--- config.mk ---
export PLATFORM = sky130hd
export DESIGN_NAME = ext_bus_pin_share
export DESIGN_NICKNAME = d
export VERILOG_FILES = /design/src/core/ext_pin_pkg.sv /design/src/core/ext_bus_pin_share.sv
export SDC_FILE = /design/constraint.sdc
export NUM_CORES = 1
export LEC_CHECK = 0
export BUFFER_PORTS_ARGS = -buffer_cell sky130_fd_sc_hd__buf_2
export CORE_UTILIZATION = 50
export DETAILED_ROUTE_END_ITERATION = 8
export PLACE_DENSITY = 0.78
export SETUP_SLACK_MARGIN = 0.3
export SLEW_MARGIN = 20
export SYNTH_ARGS = -nofsm -noshare
export SYNTH_HDL_FRONTEND = slang
export SYNTH_SLANG_ARGS = --single-unit
--- constraint.sdc ---
create_clock -name ref_clk -period 2.14 [get_ports ref_clk]
set_clock_uncertainty 0.2 [all_clocks]
set_input_delay 0.107 -clock ref_clk [delete_from_list [all_inputs] [get_ports ref_clk]]
set_output_delay 0.107 -clock ref_clk [all_outputs]
set_load 0.05 [all_outputs]
--- src/core/ext_pin_pkg.sv ---
// constants for the shared external bus pin block
package ext_pin_pkg;

  localparam int ADDR_W = 4;
  localparam int DATA_W = 8;

  // register offsets
  localparam logic [3:0] OFS_PORT_ONE_DATA   = 4'h0;
  localparam logic [3:0] OFS_PORT_ONE_DIR    = 4'h1;
  localparam logic [3:0] OFS_PORT_THREE_DATA = 4'h2;
  localparam logic [3:0] OFS_PORT_THREE_DIR  = 4'h3;
  localparam logic [3:0] OFS_PORT_ZERO_DATA  = 4'h4;
  localparam logic [3:0] OFS_PORT_ZERO_DIR   = 4'h5;
  localparam logic [3:0] OFS_PIN_CONTROL     = 4'h6;
  localparam logic [3:0] OFS_DSP_PIN_DIR     = 4'h7;
  localparam logic [3:0] OFS_DSP_PIN_VALUE   = 4'h8;
  localparam logic [3:0] OFS_PORT_ONE_LEVEL  = 4'h9;
  localparam logic [3:0] OFS_PORT_THREE_LVL  = 4'hA;
  localparam logic [3:0] OFS_PORT_ZERO_LEVEL = 4'hB;
  localparam logic [3:0] OFS_DSP_PIN_LEVEL   = 4'hC;

  // pin_control_register fields
  localparam int BIT_READ_STROBE_DISABLE = 0;
  localparam int BIT_FETCH_PIN_SELECT    = 1;
  localparam int BIT_FETCH_PIN_BIT       = 2;
  localparam int BIT_DSP_SRAM_MODE       = 3;

  // port three pins handled here
  localparam int BIT_READ_PIN  = 7;
  localparam int BIT_STORE_PIN = 6;

  // port one pin with special reset and low-power behaviour
  localparam int BIT_P1_SPECIAL = 0;
  // first low bus pin that may serve as a port pin
  localparam int LOW_GPIO_FIRST = 2;

  // dsp address bits carried on the shared pins
  localparam int SRAM_BIT_A = 11;
  localparam int DRAM_BIT_A = 7;
  localparam int SRAM_BIT_B = 10;
  localparam int DRAM_BIT_B = 6;

  // reset values
  localparam logic [7:0] RST_PORT_ONE_DATA = 8'h00;
  localparam logic [7:0] RST_PORT_ONE_DIR  = 8'h01;
  localparam logic [7:0] RST_PORT_DATA     = 8'hFF;
  localparam logic [7:0] RST_PORT_DIR      = 8'h00;
  localparam logic [7:0] RST_PIN_CONTROL   = 8'h0C;
  localparam logic [7:0] RST_ZERO          = 8'h00;

endpackage

--- src/core/ext_bus_pin_share.sv ---
// pin sharing between external bus functions and port pins
//
// Implementation choices: strobed register access and the address map.
`timescale 1ns/100ps
module ext_bus_pin_share #(
  parameter int DSP_PINS_PER_CORE = 2
) (
  input  wire logic        ref_clk,
  input  wire logic        rst_n,
  // register port
  input  wire logic [3:0]  reg_addr,
  input  wire logic [7:0]  reg_wdata,
  input  wire logic        reg_write,
  input  wire logic        reg_read,
  output logic      [7:0]  reg_rdata,
  // microcontroller core side
  input  wire logic        mcu_idle,
  input  wire logic        mcu_power_down,
  input  wire logic        ext_cycle,
  input  wire logic        addr_phase,
  input  wire logic        data_read,
  input  wire logic        data_write,
  input  wire logic        ext_fetch,
  input  wire logic        aux_fetch,
  input  wire logic        aux_access,
  input  wire logic [15:0] mcu_addr,
  input  wire logic [7:0]  mcu_wdata,
  output logic      [7:0]  mcu_rdata,
  // port one pins
  input  wire logic [7:0]  port_one_in,
  output logic      [7:0]  port_one_out,
  output logic      [7:0]  port_one_oe,
  // read and store strobe pins
  input  wire logic        read_pin_in,
  output logic             read_pin_out,
  output logic             read_pin_oe,
  input  wire logic        store_pin_in,
  output logic             store_pin_out,
  output logic             store_pin_oe,
  // latch_strobe and program_fetch_enable pins
  output logic             latch_strobe_out,
  output logic             latch_strobe_oe,
  output logic             fetch_pin_out,
  output logic             fetch_pin_oe,
  // low bus pins
  input  wire logic [7:0]  low_bus_in,
  output logic      [7:0]  low_bus_out,
  output logic      [7:0]  low_bus_oe,
  // high address pins
  output logic      [7:0]  high_addr_out,
  output logic      [7:0]  high_addr_oe,
  // dsp memory port
  input  wire logic [13:0] dsp_mem_addr,
  input  wire logic        dsp_mem_read_n,
  output logic             shared_addr_pin_a,
  output logic             shared_addr_pin_b,
  output logic             dsp_mem_read_enable,
  // dsp port pins, core 0 in the low half
  input  wire logic [2*DSP_PINS_PER_CORE-1:0] dsp_pin_in,
  output logic      [2*DSP_PINS_PER_CORE-1:0] dsp_pin_out,
  output logic      [2*DSP_PINS_PER_CORE-1:0] dsp_pin_oe
);

  localparam int DSP_W = 2 * DSP_PINS_PER_CORE;

  if (DSP_PINS_PER_CORE < 1 || DSP_PINS_PER_CORE > 4) begin : g_bad_param
    $error("DSP_PINS_PER_CORE must lie between 1 and 4");
  end

  function automatic logic reg_hit(input logic [3:0] addr, input logic [3:0] ofs);
    reg_hit = (addr == ofs);
  endfunction

  // software registers
  logic [7:0]       port_one_data;
  logic [7:0]       port_one_direction;
  logic [7:0]       port_three_data;
  logic [7:0]       port_three_direction;
  logic [7:0]       port_zero_data;
  logic [7:0]       port_zero_direction;
  logic [7:0]       pin_control_register;
  logic [DSP_W-1:0] dsp_pin_direction;
  logic [DSP_W-1:0] dsp_pin_value;

  wire read_strobe_disable = pin_control_register[ext_pin_pkg::BIT_READ_STROBE_DISABLE];
  wire fetch_pin_select    = pin_control_register[ext_pin_pkg::BIT_FETCH_PIN_SELECT];
  wire fetch_pin_bit       = pin_control_register[ext_pin_pkg::BIT_FETCH_PIN_BIT];
  wire dsp_sram_mode       = pin_control_register[ext_pin_pkg::BIT_DSP_SRAM_MODE];

  always_ff @(posedge ref_clk) begin
    if (!rst_n) begin
      port_one_data        <= ext_pin_pkg::RST_PORT_ONE_DATA;
      port_one_direction   <= ext_pin_pkg::RST_PORT_ONE_DIR;
      port_three_data      <= ext_pin_pkg::RST_PORT_DATA;
      port_three_direction <= ext_pin_pkg::RST_PORT_DIR;
      port_zero_data       <= ext_pin_pkg::RST_PORT_DATA;
      port_zero_direction  <= ext_pin_pkg::RST_PORT_DIR;
      pin_control_register <= ext_pin_pkg::RST_PIN_CONTROL;
      dsp_pin_direction    <= '0;
      dsp_pin_value        <= '0;
    end else if (reg_write) begin
      if (reg_hit(reg_addr, ext_pin_pkg::OFS_PORT_ONE_DATA))   port_one_data        <= reg_wdata;
      if (reg_hit(reg_addr, ext_pin_pkg::OFS_PORT_ONE_DIR))    port_one_direction   <= reg_wdata;
      if (reg_hit(reg_addr, ext_pin_pkg::OFS_PORT_THREE_DATA)) port_three_data      <= reg_wdata;
      if (reg_hit(reg_addr, ext_pin_pkg::OFS_PORT_THREE_DIR))  port_three_direction <= reg_wdata;
      if (reg_hit(reg_addr, ext_pin_pkg::OFS_PORT_ZERO_DATA))  port_zero_data       <= reg_wdata;
      if (reg_hit(reg_addr, ext_pin_pkg::OFS_PORT_ZERO_DIR))   port_zero_direction  <= reg_wdata;
      if (reg_hit(reg_addr, ext_pin_pkg::OFS_PIN_CONTROL))     pin_control_register <= reg_wdata;
      if (reg_hit(reg_addr, ext_pin_pkg::OFS_DSP_PIN_DIR))     dsp_pin_direction    <= reg_wdata[DSP_W-1:0];
      if (reg_hit(reg_addr, ext_pin_pkg::OFS_DSP_PIN_VALUE))   dsp_pin_value        <= reg_wdata[DSP_W-1:0];
    end
  end

  // read decode, unmapped offsets read zero
  logic [7:0] next_rdata;
  always_comb begin
    next_rdata = ext_pin_pkg::RST_ZERO;
    unique case (reg_addr)
      ext_pin_pkg::OFS_PORT_ONE_DATA:   next_rdata = port_one_data;
      ext_pin_pkg::OFS_PORT_ONE_DIR:    next_rdata = port_one_direction;
      ext_pin_pkg::OFS_PORT_THREE_DATA: next_rdata = port_three_data;
      ext_pin_pkg::OFS_PORT_THREE_DIR:  next_rdata = port_three_direction;
      ext_pin_pkg::OFS_PORT_ZERO_DATA:  next_rdata = port_zero_data;
      ext_pin_pkg::OFS_PORT_ZERO_DIR:   next_rdata = port_zero_direction;
      ext_pin_pkg::OFS_PIN_CONTROL:     next_rdata = pin_control_register;
      ext_pin_pkg::OFS_DSP_PIN_DIR:     next_rdata[DSP_W-1:0] = dsp_pin_direction;
      ext_pin_pkg::OFS_DSP_PIN_VALUE:   next_rdata[DSP_W-1:0] = dsp_pin_value;
      ext_pin_pkg::OFS_PORT_ONE_LEVEL:  next_rdata = port_one_in;
      ext_pin_pkg::OFS_PORT_THREE_LVL:  next_rdata = {read_pin_in, store_pin_in, 6'h00};
      ext_pin_pkg::OFS_PORT_ZERO_LEVEL: next_rdata = low_bus_in;
      ext_pin_pkg::OFS_DSP_PIN_LEVEL:   next_rdata[DSP_W-1:0] = dsp_pin_in;
      default:                          next_rdata = ext_pin_pkg::RST_ZERO;
    endcase
  end

  // port one: low-power state forces pin zero high
  wire       low_power = mcu_idle | mcu_power_down;
  wire [7:0] next_p1_out;
  wire [7:0] next_p1_oe;
  assign next_p1_out = low_power ? (port_one_data | 8'h01) : port_one_data;
  assign next_p1_oe  = low_power ? (port_one_direction | 8'h01) : port_one_direction;

  // strobe pins owned by the bus for the whole external cycle, read pin only while read_strobe_disable is clear
  wire rd_owned  = ext_cycle & ~read_strobe_disable;
  wire wr_owned  = ext_cycle;
  wire next_rd_out = rd_owned ? ~data_read  : port_three_data[ext_pin_pkg::BIT_READ_PIN];
  wire next_rd_oe  = rd_owned | port_three_direction[ext_pin_pkg::BIT_READ_PIN];
  wire next_wr_out = wr_owned ? ~data_write : port_three_data[ext_pin_pkg::BIT_STORE_PIN];
  wire next_wr_oe  = wr_owned | port_three_direction[ext_pin_pkg::BIT_STORE_PIN];

  // latch strobe: address phase of genuine external accesses only
  wire next_latch = ext_cycle & addr_phase & ~aux_access;

  // fetch pin: external fetch strobe, or read strobe for internal extra ram
  wire aux_as_read = aux_fetch & fetch_pin_select;
  wire next_fetch  = ext_fetch   ? 1'b0 :
                     aux_as_read ? ~data_read : fetch_pin_bit;

  // low bus pins: address phase, write data, read turnaround, else port zero on pins 2 to 7 (pins 0 and 1 released)
  wire       low_bus_owned = ext_cycle;
  wire [7:0] bus_value     = addr_phase ? mcu_addr[7:0] : mcu_wdata;
  wire       bus_drive     = addr_phase | data_write;
  logic [7:0] next_low_out;
  logic [7:0] next_low_oe;
  for (genvar i = 0; i < 8; i++) begin : g_low_bus
    if (i >= ext_pin_pkg::LOW_GPIO_FIRST) begin : g_shared
      assign next_low_out[i] = low_bus_owned ? bus_value[i] : port_zero_data[i];
      assign next_low_oe[i]  = low_bus_owned ? bus_drive : port_zero_direction[i];
    end else begin : g_bus_only
      assign next_low_out[i] = bus_value[i];
      assign next_low_oe[i]  = low_bus_owned & bus_drive;
    end
  end

  // high address byte held from the last external cycle
  wire [7:0] next_high = ext_cycle ? mcu_addr[15:8] : high_addr_out;

  // dsp memory port shared pins
  wire next_pin_a = dsp_sram_mode ? dsp_mem_addr[ext_pin_pkg::SRAM_BIT_A]
                                  : dsp_mem_addr[ext_pin_pkg::DRAM_BIT_A];
  wire next_pin_b = dsp_sram_mode ? dsp_mem_addr[ext_pin_pkg::SRAM_BIT_B]
                                  : dsp_mem_addr[ext_pin_pkg::DRAM_BIT_B];

  always_ff @(posedge ref_clk) begin
    if (!rst_n) begin
      reg_rdata           <= '0;
      mcu_rdata           <= '0;
      port_one_out        <= '0;
      port_one_oe         <= '0;
      read_pin_out        <= 1'b1;
      read_pin_oe         <= 1'b0;
      store_pin_out       <= 1'b1;
      store_pin_oe        <= 1'b0;
      latch_strobe_out    <= 1'b0;
      latch_strobe_oe     <= 1'b0;
      fetch_pin_out       <= 1'b1;
      fetch_pin_oe        <= 1'b0;
      low_bus_out         <= '0;
      low_bus_oe          <= '0;
      high_addr_out       <= '0;
      high_addr_oe        <= '0;
      shared_addr_pin_a   <= 1'b1;
      shared_addr_pin_b   <= 1'b1;
      dsp_mem_read_enable <= 1'b1;
      dsp_pin_out         <= '0;
      dsp_pin_oe          <= '0;
    end else begin
      reg_rdata           <= reg_read ? next_rdata : '0;
      mcu_rdata           <= (ext_cycle & data_read) ? low_bus_in : mcu_rdata;
      port_one_out        <= next_p1_out;
      port_one_oe         <= next_p1_oe;
      read_pin_out        <= next_rd_out;
      read_pin_oe         <= next_rd_oe;
      store_pin_out       <= next_wr_out;
      store_pin_oe        <= next_wr_oe;
      latch_strobe_out    <= next_latch;
      latch_strobe_oe     <= 1'b1;
      fetch_pin_out       <= next_fetch;
      fetch_pin_oe        <= 1'b1;
      low_bus_out         <= next_low_out;
      low_bus_oe          <= next_low_oe;
      high_addr_out       <= next_high;
      high_addr_oe        <= '1;
      shared_addr_pin_a   <= next_pin_a;
      shared_addr_pin_b   <= next_pin_b;
      dsp_mem_read_enable <= dsp_mem_read_n;
      dsp_pin_out         <= dsp_pin_value;
      dsp_pin_oe          <= dsp_pin_direction;
    end
  end

  // checks
  a_p1_reset_float: assert property (@(posedge ref_clk) !rst_n |=> !port_one_oe[0])
    else $error("port one pin zero driven during reset");

  a_p1_release_low: assert property (@(posedge ref_clk)
      $rose(rst_n) && !low_power |=> port_one_oe[0] && !port_one_out[0])
    else $error("port one pin zero not low after reset release");

  a_p1_power_high: assert property (@(posedge ref_clk) disable iff (!rst_n)
      low_power |=> port_one_oe[0] && port_one_out[0])
    else $error("port one pin zero not high in low power");

  a_p1_follow_regs: assert property (@(posedge ref_clk) disable iff (!rst_n)
      !low_power |=> port_one_oe == $past(port_one_direction)
                  && port_one_out == $past(port_one_data))
    else $error("port one pins do not follow registers");

  a_rd_strobe_low: assert property (@(posedge ref_clk) disable iff (!rst_n)
      ext_cycle && data_read && !read_strobe_disable |=> read_pin_oe && !read_pin_out)
    else $error("read strobe not asserted");

  a_strobe_gpio_use: assert property (@(posedge ref_clk) disable iff (!rst_n)
      !ext_cycle |=> store_pin_oe == $past(port_three_direction[ext_pin_pkg::BIT_STORE_PIN])
                  && read_pin_out == $past(port_three_data[ext_pin_pkg::BIT_READ_PIN]))
    else $error("strobe pins not under port three control");

  a_latch_addr_phase: assert property (@(posedge ref_clk) disable iff (!rst_n)
      latch_strobe_out |-> $past(addr_phase) && $past(ext_cycle) && low_bus_oe == 8'hFF)
    else $error("latch strobe outside address phase");

  a_latch_aux_quiet: assert property (@(posedge ref_clk) disable iff (!rst_n)
      aux_access |=> !latch_strobe_out)
    else $error("latch strobe during internal extra ram access");

  a_fetch_ext_low: assert property (@(posedge ref_clk) disable iff (!rst_n)
      ext_fetch |=> !fetch_pin_out)
    else $error("program fetch enable not low");

  a_fetch_aux_read: assert property (@(posedge ref_clk) disable iff (!rst_n)
      !ext_fetch && aux_fetch && fetch_pin_select |=> fetch_pin_out == !$past(data_read))
    else $error("fetch pin not acting as read strobe");

  a_low_addr_bits: assert property (@(posedge ref_clk) disable iff (!rst_n)
      ext_cycle && addr_phase |=> low_bus_out == $past(mcu_addr[7:0]))
    else $error("low bus address bits wrong");

  a_low_gpio_bits: assert property (@(posedge ref_clk) disable iff (!rst_n)
      !ext_cycle |=> low_bus_oe[7:2] == $past(port_zero_direction[7:2])
                  && low_bus_oe[1:0] == 2'b00)
    else $error("low bus port pins wrong");

  a_high_addr_bits: assert property (@(posedge ref_clk) disable iff (!rst_n)
      ext_cycle |=> high_addr_out == $past(mcu_addr[15:8]))
    else $error("high address pins wrong");

  a_dsp_mode_route: assert property (@(posedge ref_clk) disable iff (!rst_n)
      !dsp_sram_mode |=> shared_addr_pin_a == $past(dsp_mem_addr[ext_pin_pkg::DRAM_BIT_A])
                      && shared_addr_pin_b == $past(dsp_mem_addr[ext_pin_pkg::DRAM_BIT_B]))
    else $error("dram mode routing wrong");

  a_dsp_read_en: assert property (@(posedge ref_clk) disable iff (!rst_n)
      1'b1 |=> dsp_mem_read_enable == $past(dsp_mem_read_n))
    else $error("dsp read enable not forwarded");

  a_dsp_pin_regs: assert property (@(posedge ref_clk) disable iff (!rst_n)
      $changed(dsp_pin_direction) |=> dsp_pin_oe == $past(dsp_pin_direction))
    else $error("dsp pin direction not applied");

endmodule // ext_bus_pin_share

After elaboration in Yosys (flattened, before gate mapping) --
Index checks and enable logic that the tools add are counted.
Storage, ports and cells: register bits 146, latch bits 0, memory bits (writable) 0, ROM bits 0, input bits 86, output and inout bits 83, word-level logic and storage cells 91, memories 0
Cells by class: add/sub/neg operators 0, $mul 0, divide/modulo/power cells 0, order comparisons 0, equality and inequality tests 12, shift operators 0, muxes and demuxes 25, bitwise logic cells 14, reductions and logical operators 11
Operators by type and width (count):
- case mux 4 bit (12 select lines) | 1
- case mux 4 bit (10 select lines) | 1
- two-way mux 1 bit | 21
- equality test 4 bit, second input constant | 5
- AND reduction 2 bit | 10
- equality test 4 x 3 -> 1 bit, second input constant | 4
- two-way mux 8 bit | 2
- equality test 4 x 2 -> 1 bit, second input constant | 2
- AND 1 bit | 6
- equality test 4 x 1 -> 1 bit, second input constant | 1
- zero test 4 bit | 1
- NOT 1 bit | 4
- bitwise OR 1 bit | 4

Longest topological paths before layout --
word-level depth 3, depth in mapped cells 7, mapped depth without buffers 4

Worst setup path before layout --
Ideal clock, no wire load.
path kind input to register, start input reg_addr[2], end register reg_rdata[6], library setup time 87 ps, data arrival time 1306 ps, slack 547 ps, stages on the path 5, path buffers 1, cells stage by stage buf_6 o21bai_1 a221o_1 or4_1 o31ai_1
On the way: cells in the longest elaborated chain, start to end 2, elaborated cells between the ends (all ways) 11, classes of those cells eq/ne: 9; mux: 1; reduce/logical: 1
Ends and longest elaborated chain:
- from (decl) | line ext_bus_pin_share.sv:11 | input wire logic [3:0] reg_addr,
- equality test 4 bit (tied with other cells) | line ext_bus_pin_share.sv:118 | unique case (reg_addr)
- case mux 4 bit (10 select lines) (*) | line ext_bus_pin_share.sv:118
- to (signal assigned) | line ext_bus_pin_share.sv:208 | reg_rdata <= reg_read ? next_rdata : '0;
- to (decl) | line ext_bus_pin_share.sv:15 | output logic [7:0] reg_rdata,
Mark *: on every way between the ends. The rest lies on a longest branch, timed or not. A chain may end at the register's enable or synchronous reset.

Worst setup path after layout --
start input data_read, end register mcu_rdata[5]
On the way: cells in the longest elaborated chain, start to end 1
Ends and longest elaborated chain:
- from (decl) | line ext_bus_pin_share.sv:21 | input wire logic data_read,
- AND 1 bit | line ext_bus_pin_share.sv:209 | mcu_rdata <= (ext_cycle & data_read) ? low_bus_in : mcu_rdata;
- to (signal assigned) | line ext_bus_pin_share.sv:209
- to (decl) | line ext_bus_pin_share.sv:28 | output logic [7:0] mcu_rdata,
Every way passes these cells.

==> metrics.yaml <==
yosysTopAreaCellShare_pct: 47.7
yosys.area.top_type: "dfxtp_1"
fin_worst_hold_slack_ps: 28.0
synthFlopType: "dfxtp_1"
rr_worst_depth: 4
dpl.hpwl_mm: 12.2
layout_worst_path_cycle_share_pct: 84.4
final_cell_mix: "158 x buf_2, 136 x dfxtp_1, 94 x nand2_1, 71 x dlygate4sd3_1, 46 x mux2i_1"
largest_family_of_logic_cells_by_synthesized_area: "simple AND/OR/NAND/NOR gates"
tritoncts.num_buffers: 17
worst-slew-pin-transition_ps: 600
synth-seq-area-share_pct: 47.7
drt_first_pass_iters: 5
first_global_vias: 5515
cts_root_buf: "clkbuf_16"
grt_overflow: 0
timing.critical_path.to: "mcu_rdata[5]"
fin_crit_period_ps: 1810
fp.dieW_um: 109
chipHeight_um: 109
insertedDiodeCount: 0
min_path_type: "input port to flip-flop"
power.leakage_nw: 3.55
ys.warnings.count: 0
grt.busiest_layer: "met2"
numPortBuffers: 158
netlist_instances: 616
layout.cells.most_common: "buf_2"
asyncSetResetFlopFracSynth_pct: 0
clock_sinks: 137
core-area_mm2: 0.0110
power_per_cell_area_mw_per_mm2: 777
post_synth_fa_ha_maj_area_fraction_pct: 0
number_of_nets_in_the_final_layout: 920
grt_use_total_pct: 32.7
cts.repair_timing.setup_buffer_count: 0
maxCapViolations: 0
synthToLayoutAreaGrowth_pct: 37.8
vias: 5421
grtUsageMet1_pct: 38.6
grt_setup_unrepaired: "true"
clk_transition_reported_paths_ps: 60
synth-compound-area-share_pct: 17.5
layout_setup_ws_ps: 333
met2_usage_pct: 56.5
vdd_ir_drop_max_mv: 0.566
number_of_rows_created_at_floorplan: 38
critical_path.endpoint_type: "flip-flop"
synth_xor_area_share_pct: 0
htreeDepth: 4
synth-edff-count: 0
yosys-mux-area-fraction_pct: 9.83
dp_slack_ps: 208
post_route_cells_drive_above_1_share_pct: 27.8
num_io_pins: 169
die_area_mm2: 0.0119
cts_tree: "done"
route.detailed.drc: 0
finalWeightedCongestion: 0.964
grt_start_max_net_pins: 53
drv_slew: 0
critPathArrivalTime_ps: 1910
synth.ff_latch_count: 137
synth.net_count: 702
drt-vias-per-instance: 5.50
final_total_pwr_mw: 6.16
wl_per_cell_um: 18.7
syn_area_per_cell_um2: 9.34
max-slew-margin-rel_pct: 59.9
synth_area_mm2: 0.00575
startpoint_type: "input port"
clockBufferDepth: 2
worstSetupStartpoint: "data_read"
timing.fmax_ghz: 0.554
met3_usage_pct: 6.63
outcome: "completed"
detail_route.wirelength_mm: 18.4
floorplan.initialDensity_pct: 52.1
synth_cell_types: 53
critPathRequiredTime_ps: 2250
critPathMaxFanout: 11
synthSimpleGateAreaFrac_pct: 19.6
r2r_start: "port_one_data[1]"
yosys-top-cells-area: "dfxtp_1 48%, mux2i_1 8.0%, nand2_1 6.1%"
r2r_setup_slack_ps: 330
grt_antenna_before_repair: 0
grt_first_pass_wirelength_mm: 28.5
path_class: "input port to flip-flop"
finalSetupViolCount: 0
clock_latency_ps: 420
setup_total_negative_slack_ps: 0
route.antenna.remaining_nets: 0
hold_viol_final: 0
dr.first_iter.drc_count: 384
endpoint_of_the_worst_register_to_register_path: "reg_rdata[1]"
## cell type report
type	count	area, µm²
well taps	140	175
clock inverters	9	50.0
inverters	4	15.0
fillers	827	3110
flip-flops and latches	137	2740
repair buffers	258	1740
clock buffers	22	474
multi-input cells	416	2730
## what timing repair did
item,CTS,global route
hold endpoints to repair,106,0
resized for setup,1,6
pin swaps,0,1
endpoints found under the setup margin,1,3
hold buffers,71,0
## per-stage QoR
step                utilization [%]  instances  area (µm²)
finish                         71.8        986        7920
global route                   71.8        986        7920
CTS                            71.6        986        7900
detailed placement             60.3        884        6660
global placement               60.3        884        6660
floorplan                         -        616        5750
## cell families (layout without fill, tap and decap cells)
group / Yosys count / in the layout
compound gates: 136 / 136
mux: 53 / 53
simple gates: 227 / 227
buf+inv: 63 / 293
flops: 137 / 137
## per-layer routing
layer | wire, µm | share of wire (%)
met3 | 1110 | 6.0
met4 | 494 | 2.7
met2 | 9300 | 51
met5 | 0 | 0
met1 | 7500 | 41
## synthesized netlist by cell type, types with 2 or more instances
master       n
a211oi_1     2
a21boi_0    41
a21o_1       6
a21oi_1      7
a221oi_1     4
a22o_1       2
a31o_2       5
a31oi_1      6
a32o_1       6
a32oi_1      4
and2_1      23
and3_1       3
and4b_1      2
buf_1        5
buf_2       15
buf_4       11
buf_6        2
clkbuf_1    26
dfxtp_1    137
inv_1        4
mux2_2       5
mux2i_1     46
nand2_1     94
nand2b_1     4
nand3_1     40
nand3b_1     7
nor2_1      14
nor2b_1     30
nor3_1       3
nor3b_1      3
o211a_1      6
o21ai_0     25
o21bai_1     3
o22ai_1      2
o2bb2ai_1    2
o31a_1       2
o31ai_1      2
or3b_2       2
## critical path, stage by stage
cell	delay, ps
dlygate4sd3_1	540
buf_2	290
nand3_1	130
dlygate4sd3_1	580
a21boi_0	260
## sequential cells by signal, indices dropped and copies added (netlist names), 4 cells and up
name                  cells
dsp_pin_value             4
port_one_data             8
port_one_oe               8
high_addr_out             8
port_zero_data            8
dsp_pin_direction         4
port_one_out              8
port_one_direction        8
port_three_direction      8
dsp_pin_oe                4
mcu_rdata                 8
port_zero_direction       8
dsp_pin_out               4
low_bus_out               8
port_three_data           8
pin_control_register      8
reg_rdata                 8
low_bus_oe                7
## power by group
part / switching, mW / internal (mW) / total, mW
registers: 0.0360 / 2.62 / 2.66
clock network: 1.05 / 1.55 / 2.59
logic: 0.560 / 0.342 / 0.902
## worst min-delay path by stage
stage	depth (start not counted)	slack [ps]	start	end
6_report	3	30	ext_cycle	high_addr_out[4]
5_1_grt	3	30	ext_cycle	high_addr_out[5]
4_1_cts	3	2	ext_cycle	high_addr_out[4]
3_5_place_dp	2	90	dsp_mem_read_n	dsp_mem_read_enable
3_3_place_gp	2	70	aux_access	latch_strobe_out
2_1_floorplan	0	-70	rst_n	high_addr_oe[6]
(Power assumes the default switching activity.)
